===== config.mk =====
export PLATFORM = sky130hd
export DESIGN_NAME = mpcp_top
export DESIGN_NICKNAME = d
export VERILOG_FILES = /design/src/pkg/mpcp_pkg.sv /design/src/hw/mpcp_edge_div.sv /design/src/hw/mpcp_top.sv
export VERILOG_INCLUDE_DIRS = /design/src /design/src/pkg
export SDC_FILE = /design/constraint.sdc
export NUM_CORES = 1
export LEC_CHECK = 0
export BUFFER_PORTS_ARGS = -buffer_cell sky130_fd_sc_hd__buf_2
export CAP_MARGIN = 20
export CELL_PAD_IN_SITES_DETAIL_PLACEMENT = 1
export CELL_PAD_IN_SITES_GLOBAL_PLACEMENT = 2
export CORE_MARGIN = 8
export CORE_UTILIZATION = 28
export CTS_CLUSTER_SIZE = 10
export DETAILED_ROUTE_END_ITERATION = 10
export PLACE_DENSITY_LB_ADDON = 0.1
export SYNTH_ARGS = -nofsm -noshare
export SYNTH_HDL_FRONTEND = slang
export SYNTH_SLANG_ARGS = --single-unit

===== constraint.sdc =====
create_clock -name I_CLK -period 2.2 [get_ports I_CLK]
set_clock_uncertainty 0.05 [all_clocks]
set_input_delay 0.44 -clock I_CLK [delete_from_list [all_inputs] [get_ports I_CLK]]
set_output_delay 0.44 -clock I_CLK [all_outputs]
set_load 0.01 [all_outputs]

===== src/pkg/mpcp_consts.svh =====
// Offsets, field positions, reset values and counts of the main clock path.
`ifndef MPCP_CONSTS_SVH
`define MPCP_CONSTS_SVH
`define MPCP_ADDR_W 8
`define MPCP_DATA_W 32
`define MPCP_ADDR_FACTOR 8'h00
`define MPCP_ADDR_DIVSEL 8'h04
`define MPCP_ADDR_STATUS 8'h08
`define MPCP_INT_LSB 0
`define MPCP_INT_W 7
`define MPCP_FRAC_LSB 8
`define MPCP_FRAC_W_DEF 8
`define MPCP_DIV_W 6
`define MPCP_INT_RST 7'h00
`define MPCP_DIV_RST 6'h00
`define MPCP_INT_BYPASS 7'h00
`define MPCP_DIV_PASS 6'h00
`define MPCP_HALF_EDGES 6'h01
`define MPCP_ST_BYPASS 0
`define MPCP_ST_MUX 1
`define MPCP_ST_SYS 2
`endif


===== src/pkg/mpcp_pkg.sv =====
// Types shared by the main clock path modules.
`default_nettype none
`include "mpcp_consts.svh"
package mpcp_pkg;
  typedef logic [`MPCP_INT_W-1:0] mpcp_int_t;
  typedef logic [`MPCP_DIV_W-1:0] mpcp_div_t;
  typedef logic [`MPCP_ADDR_W-1:0] mpcp_addr_t;
  typedef logic [`MPCP_DATA_W-1:0] mpcp_data_t;
endpackage : mpcp_pkg
`default_nettype wire


===== src/hw/mpcp_edge_div.sv =====
// Divider that toggles its output after a set number of input rising edges.
`timescale 1ns/1ns
`default_nettype none
`include "mpcp_consts.svh"
module mpcp_edge_div (
  input wire logic i_clk,
  input wire logic i_rst_b,
  input wire logic i_level,
  input wire mpcp_pkg::mpcp_div_t i_half,
  output var logic o_clk
);
  logic prev_q;
  logic prev_d;
  logic out_q;
  logic out_d;
  mpcp_pkg::mpcp_div_t cnt_q;
  mpcp_pkg::mpcp_div_t cnt_d;

  // A zero half period holds the output, so a bad setting cannot race.
  always_comb begin
    prev_d = i_level;
    out_d = out_q;
    cnt_d = cnt_q;
    if (i_level && !prev_q && (i_half != `MPCP_DIV_PASS)) begin
      if (cnt_q + 6'h01 >= i_half) begin
        cnt_d = `MPCP_DIV_PASS;
        out_d = !out_q;
      end else begin
        cnt_d = cnt_q + 6'h01;
      end
    end
  end

  // Registers of the edge detector and the toggle.
  always_ff @(posedge i_clk or negedge i_rst_b) begin
    if (!i_rst_b) begin
      prev_q <= 1'b0;
      out_q <= 1'b0;
      cnt_q <= `MPCP_DIV_PASS;
    end else begin
      prev_q <= prev_d;
      out_q <= out_d;
      cnt_q <= cnt_d;
    end
  end

  assign o_clk = out_q;
endmodule : mpcp_edge_div
`default_nettype wire


===== src/hw/mpcp_top.sv =====
// Main clock path: factor registers, halver, bypass mux and system divider.
//
// Strobed register access and the address map were decided locally.
`timescale 1ns/1ns
`default_nettype none
`include "mpcp_consts.svh"
// Operation
// PLL reference comes only from primary pin.
// Auxiliary pin feeds only USB and CAN.
// PLL multiplies by integer plus fractional factor.
// Software keeps PLL output 110 to 550 MHz.
// PLL output halved before the mux.
// Mux picks halved PLL or oscillator reference.
// Integer factor zero selects bypass.
// Divider after mux makes the system clock.
// Integer field bits 6:0, zero is bypass.
// Fraction width and step are parameters.
module mpcp_top #(
  parameter int FRAC_W = `MPCP_FRAC_W_DEF
) (
  input wire logic I_CLK,
  input wire logic I_RST_B,
  input wire mpcp_pkg::mpcp_addr_t I_ADDR,
  input wire mpcp_pkg::mpcp_data_t I_WDATA,
  input wire logic I_WR,
  input wire logic I_RD,
  input wire logic I_PRIMARY_CLOCK_PIN,
  input wire logic I_AUX_CLOCK_PIN,
  input wire logic I_PLL_OUT,
  output var mpcp_pkg::mpcp_data_t O_RDATA,
  output var mpcp_pkg::mpcp_int_t O_PLL_INT_FACTOR,
  output var logic [FRAC_W-1:0] O_PLL_FRAC_FACTOR,
  output var logic O_PLL_REF_CLK,
  output var logic O_AUX_CLK_USB,
  output var logic O_AUX_CLK_CAN,
  output var logic O_BYPASS,
  output var logic O_SYS_CLK
);
  mpcp_pkg::mpcp_int_t int_q;
  mpcp_pkg::mpcp_int_t int_d;
  logic [FRAC_W-1:0] frac_q;
  logic [FRAC_W-1:0] frac_d;
  mpcp_pkg::mpcp_div_t div_q;
  mpcp_pkg::mpcp_div_t div_d;
  mpcp_pkg::mpcp_data_t rdata_q;
  mpcp_pkg::mpcp_data_t rdata_d;
  logic ref_q;
  logic aux_q;
  logic mux_q;
  logic mux_d;
  logic sys_q;
  logic sys_d;
  logic bypass_q;
  logic bypass_d;
  logic half_clk;
  logic sys_div_clk;

  // Register writes; the fraction step is one part in two to the FRAC_W.
  always_comb begin
    int_d = int_q;
    frac_d = frac_q;
    div_d = div_q;
    if (I_WR && I_ADDR == `MPCP_ADDR_FACTOR) begin
      int_d = I_WDATA[`MPCP_INT_LSB +: `MPCP_INT_W];
      frac_d = I_WDATA[`MPCP_FRAC_LSB +: FRAC_W];
    end
    if (I_WR && I_ADDR == `MPCP_ADDR_DIVSEL) begin
      div_d = I_WDATA[`MPCP_DIV_W-1:0];
    end
  end

  // Read data stand only in the cycle after the strobe, else zero.
  always_comb begin
    rdata_d = '0;
    if (I_RD) begin
      case (I_ADDR)
        `MPCP_ADDR_FACTOR: begin
          rdata_d[`MPCP_INT_LSB +: `MPCP_INT_W] = int_q;
          rdata_d[`MPCP_FRAC_LSB +: FRAC_W] = frac_q;
        end
        `MPCP_ADDR_DIVSEL: begin
          rdata_d[`MPCP_DIV_W-1:0] = div_q;
        end
        `MPCP_ADDR_STATUS: begin
          rdata_d[`MPCP_ST_BYPASS] = bypass_q;
          rdata_d[`MPCP_ST_MUX] = mux_q;
          rdata_d[`MPCP_ST_SYS] = sys_q;
        end
        default: begin
          rdata_d = '0;
        end
      endcase
    end
  end

  // Register block state.
  always_ff @(posedge I_CLK or negedge I_RST_B) begin
    if (!I_RST_B) begin
      int_q <= `MPCP_INT_RST;
      frac_q <= '0;
      div_q <= `MPCP_DIV_RST;
      rdata_q <= '0;
    end else begin
      int_q <= int_d;
      frac_q <= frac_d;
      div_q <= div_d;
      rdata_q <= rdata_d;
    end
  end

  // The PLL output is halved by toggling on each of its rising edges.
  mpcp_edge_div u_half (
    .i_clk(I_CLK),
    .i_rst_b(I_RST_B),
    .i_level(I_PLL_OUT),
    .i_half(`MPCP_HALF_EDGES),
    .o_clk(half_clk)
  );

  // The system divider divides by twice the select, or passes at zero.
  mpcp_edge_div u_sysdiv (
    .i_clk(I_CLK),
    .i_rst_b(I_RST_B),
    .i_level(mux_q),
    .i_half(div_q),
    .o_clk(sys_div_clk)
  );

  // Bypass mux and output selection; the aux pin never enters the mux.
  always_comb begin
    bypass_d = (int_q == `MPCP_INT_BYPASS);
    mux_d = bypass_d ? ref_q : half_clk;
    sys_d = (div_q == `MPCP_DIV_PASS) ? mux_q : sys_div_clk;
  end

  // Clock path registers; every clock output and O_BYPASS come from one of these.
  always_ff @(posedge I_CLK or negedge I_RST_B) begin
    if (!I_RST_B) begin
      ref_q <= 1'b0;
      aux_q <= 1'b0;
      mux_q <= 1'b0;
      sys_q <= 1'b0;
      bypass_q <= 1'b1;
    end else begin
      ref_q <= I_PRIMARY_CLOCK_PIN;
      aux_q <= I_AUX_CLOCK_PIN;
      mux_q <= mux_d;
      sys_q <= sys_d;
      bypass_q <= bypass_d;
    end
  end

  // Factor fields drive the analog PLL directly.
  assign O_PLL_INT_FACTOR = int_q;
  assign O_PLL_FRAC_FACTOR = frac_q;
  assign O_PLL_REF_CLK = ref_q;
  assign O_AUX_CLK_USB = aux_q;
  assign O_AUX_CLK_CAN = aux_q;
  assign O_BYPASS = bypass_q;
  assign O_SYS_CLK = sys_q;
  assign O_RDATA = rdata_q;

  // Checks tie each stage to its cause.
  a_ref_from_primary: assert property (
    @(posedge I_CLK) disable iff (!I_RST_B)
    ##1 O_PLL_REF_CLK == $past(I_PRIMARY_CLOCK_PIN))
    else $error("PLL reference does not follow primary pin");
  a_aux_only_periph: assert property (
    @(posedge I_CLK) disable iff (!I_RST_B)
    ##1 (O_AUX_CLK_USB == $past(I_AUX_CLOCK_PIN)) &&
    (O_AUX_CLK_CAN == $past(I_AUX_CLOCK_PIN)))
    else $error("Aux clock outputs do not follow aux pin");
  a_factor_write_lands: assert property (
    @(posedge I_CLK) disable iff (!I_RST_B)
    (I_WR && I_ADDR == `MPCP_ADDR_FACTOR) |=>
    O_PLL_INT_FACTOR == $past(I_WDATA[6:0]) &&
    O_PLL_FRAC_FACTOR == $past(I_WDATA[`MPCP_FRAC_LSB +: FRAC_W]))
    else $error("Factor write did not reach PLL outputs");
  a_half_on_rise: assert property (
    @(posedge I_CLK) disable iff (!I_RST_B)
    $changed(half_clk) |-> $past(I_PLL_OUT) && !$past(I_PLL_OUT, 2))
    else $error("Halved clock changed without a PLL rising edge");
  a_bypass_mux: assert property (
    @(posedge I_CLK) disable iff (!I_RST_B)
    (int_q == `MPCP_INT_BYPASS) |=> mux_q == $past(ref_q) && O_BYPASS)
    else $error("Zero integer factor did not bypass the PLL");
  a_pll_mux: assert property (
    @(posedge I_CLK) disable iff (!I_RST_B)
    (int_q != `MPCP_INT_BYPASS) |=> mux_q == $past(half_clk) && !O_BYPASS)
    else $error("Mux did not select the halved PLL clock");
  a_sys_passes: assert property (
    @(posedge I_CLK) disable iff (!I_RST_B)
    (div_q == `MPCP_DIV_PASS) |=> O_SYS_CLK == $past(mux_q))
    else $error("System clock does not pass the mux output");
  a_sys_divided: assert property (
    @(posedge I_CLK) disable iff (!I_RST_B)
    (div_q != `MPCP_DIV_PASS && $stable(div_q)) |=>
    O_SYS_CLK == $past(sys_div_clk))
    else $error("System clock does not follow its divider");
  a_read_factor: assert property (
    @(posedge I_CLK) disable iff (!I_RST_B)
    (I_RD && I_ADDR == `MPCP_ADDR_FACTOR) |=> O_RDATA[6:0] == $past(int_q))
    else $error("Factor readback wrong");
endmodule : mpcp_top
`default_nettype wire


==> impl_results.md <==
- Outcome: finished clean
- Post-Route WL: roughly 6200 um
- Hpwl dp: around 4700 um
- CTS Sinks: 57
- # setup viols final: 0
- Commonest cells in the netlist: dfrtp_1 (56), buf_4 (18), mux2_2 (14), and2_1 (13), nor2_1 (11)
- Worst Setup End Kind: register
- Clock root buffer: clkbuf_8
- Setup slack after layout: 0.0445 ns
- Ys async rst share: 1.00
- Worst-Margin Slew: approximately 0.61 ns
- Vias in the first global route: 1,948
- CP max FO: 4
- Worst r2r path cells: 9
- Worst Hold Class: input port to asynchronous set/reset pin
- Req. time, crit path: approximately 2.4 ns
- Unrepaired setup endpoints after global routing: yes
- DRC: 0
- WL per Instance: 15.4 um
- Slew Viols, Final: 0
- Largest net degree at the start of global routing: 35
- Starting Density: 0.285
- Ant diodes: 0
- Clock H-tree levels: 3
- Routability-driven placement congestion ratio: between 0.7 and 0.8
- Clock buffer depth: 2
- EDFF count, synth: 0
- Final Total Pwr: about 0.0027 W
- Share of the clock period used by the worst path: 0.980
- Cell variety after synth: 39
- Core area: about 9000 um2
- Clk_lat worst skew: between 0.3 and 0.4 ns
- Layout cell share with drive strength beyond 1: 0.447
- Die height: ~110 um
- Ys Warns: 0
- CTS tree: done
- Gr ovfl total: 0
- Port Buffers: 64
- Cells after Synth: 202
- Row cnt: 35
- Worst Setup Start Kind: register
- VDD IR max: about 0.00026 V
- P_leak: around 1.8 nW
- Final min period: approximately 2.2 ns
- Most numerous cell in the Yosys netlist: dfrtp_1
- Main synth FF type: dfrtp_1
- Post-CTS Hold Buffers: 0
- Total number of vias: approximately 1,700
- Synth top area cells: dfrtp_1 (54%), mux2_2 (6.1%), mux2_4 (5.8%)
- Syn Area/Cell: ~13 um2
- Fin. Hold Viols: 0
- Max Cap Viol: 0
- Vias per cell: 4.31
- Setup WS pre-CTS: 0.00905 ns
- Register area share after synthesis: 0.551
- Die area: around 13,000 um2
- Max Freq: 464 MHz
- Synthesized cell area: between 2000 and 3000 um2
- Worst slew margin: 0.590
- Yosys reg bits: 57
- First-pass GRT wire length: around 10,000 um
- Area Growth Syn to Fin: 29.3%
- Clk pin slew, worst setup/hold paths: 0.08 ns
- CP Class: register to register
- Boundary Pins: around 100
- All-Layer GR Usage: 0.104
- Pwr dens: 791 nW/um2
- Die W: approximately 110 um
- WP data arrival: 2.32 ns
- Synth top area share: 0.541
- Synth area leader: dfrtp_1
- Layout Nets: 344
- First drt pass iteration count: 4
- Cts bufs inserted: 9
- Initial antenna violation count: 0
- DR iter-0 viols: 29
- Antenna-violating nets left: 0
## per-stage QoR
| stage | cell area, um2 | instances | utilization | hold WS [ns] | TNS [ns] |
|---|---|---|---|---|---|
| after CTS | 3310 | 402 | 0.363 | 0.0612 | 0 |
| after detailed placement | 3070 | 386 | 0.338 | 0.384 | 0 |
| after global routing | 3350 | 404 | 0.368 | 0.0864 | -0.207 |
| final | 3350 | 404 | 0.368 | 0.0549 | 0 |
| after global placement | 3070 | 386 | 0.338 | 0.367 | -0.0343 |
| after floorplan | 2650 | 218 | - | 0.0944 | 0 |
## state kept, by name, indices dropped and copies added (netlist names)
name and flops:
O_AUX_CLK_CAN 1, div_q 6, mux_q 1, u_half.prev_q 1
O_BYPASS 1, u_sysdiv.cnt_q 6, u_sysdiv.o_clk 1, O_SYS_CLK 1
O_PLL_REF_CLK 1, u_sysdiv.prev_q 1, u_half.o_clk 1, u_half.cnt_q 6
O_PLL_INT_FACTOR 7, O_RDATA 15, O_PLL_FRAC_FACTOR 8
## cells by family (layout without fill, tap and decap cells)
group | after synthesis | in the layout | share of synthesized area
flops | 57 | 57 | 0.551
fa+ha+maj | 9 | 9 | 0.0434
buf+inv | 28 | 103 | 0.0734
mux | 30 | 30 | 0.142
other cells | 1 | 17 | 0.00145
xor+xnor | 6 | 6 | 0.0203
simple gates | 54 | 54 | 0.125
compound gates | 17 | 17 | 0.0444
## worst max-delay path: stages (launching register included)
cell and delay [ns]:
dfrtp_1 0.39, ha_2 0.24, nand3_2 0.11, xnor2_2 0.17, ha_1 0.30, nand4_1 0.09, o221ai_2 0.24, nor2_2 0.08
buf_6 0.12, mux2_2 0.25
## power breakdown
group          leakage (nW)  internal (W)  switching (W)
logic                 0.880      0.000189       0.000176
registers             0.770       0.00113      0.0000587
clock network         0.105      0.000670       0.000434
## cells in the final DEF (no fill, tap or decap), types with 2 or more instances in the layout
cell type,instances
a21oi_1,6
a22o_1,4
and2_1,13
and3_1,2
buf_12,2
buf_2,64
buf_4,12
bufinv_16,2
clkbuf_8,10
clkinvlp_4,3
conb_1,17
dfrtp_1,56
ha_1,8
inv_1,8
mux2_2,14
mux2_4,10
mux2i_1,6
nand2_1,5
nand2b_1,3
nand3_1,4
nor2_1,10
nor2b_1,2
nor4_1,3
or3_1,2
xnor2_1,3
xnor2_2,2
## worst paths after layout
check	endpoint	slack [ns]	start
worst max-delay path	u_sysdiv.cnt_q[0]	0.04	u_sysdiv.cnt_q[1]
worst min register to register	u_sysdiv.prev_q	0.38	mux_q
min in group I_CLK	O_AUX_CLK_CAN	0.15	I_AUX_CLOCK_PIN
worst max register to register	u_sysdiv.cnt_q[0]	0.04	u_sysdiv.cnt_q[1]
worst min-delay path	O_AUX_CLK_CAN	0.05	I_RST_B
max in group asynchronous	div_q[4]	1.42	I_RST_B
## layer usage
layer / wire length [um] / track usage
met2: 2910 / 0.163
met3: 325 / 0.0301
met1: 2870 / 0.127
met4: 115 / 0.0567
met5: 0 / 0
## layout make-up
type                            instances  area, um2
Sequential cell                        57       1430
Clock inverter                          6       91.3
Timing Repair Buffer                   79        462
Tap cell                              111        139
Inverter                                8       30.0
Fill cell                            1013       5760
Multi-Input combinational cell        133       1070
Clock buffer                           10        138
## repair_timing
item | 4_1_cts | 5_1_grt
gates resized for setup | 1 | 6
buffers inserted | 0 | 2
endpoints found under the setup margin | 1 | 6
pin swaps | 0 | 4
Note: power is estimated with default switching activity, not from simulation.
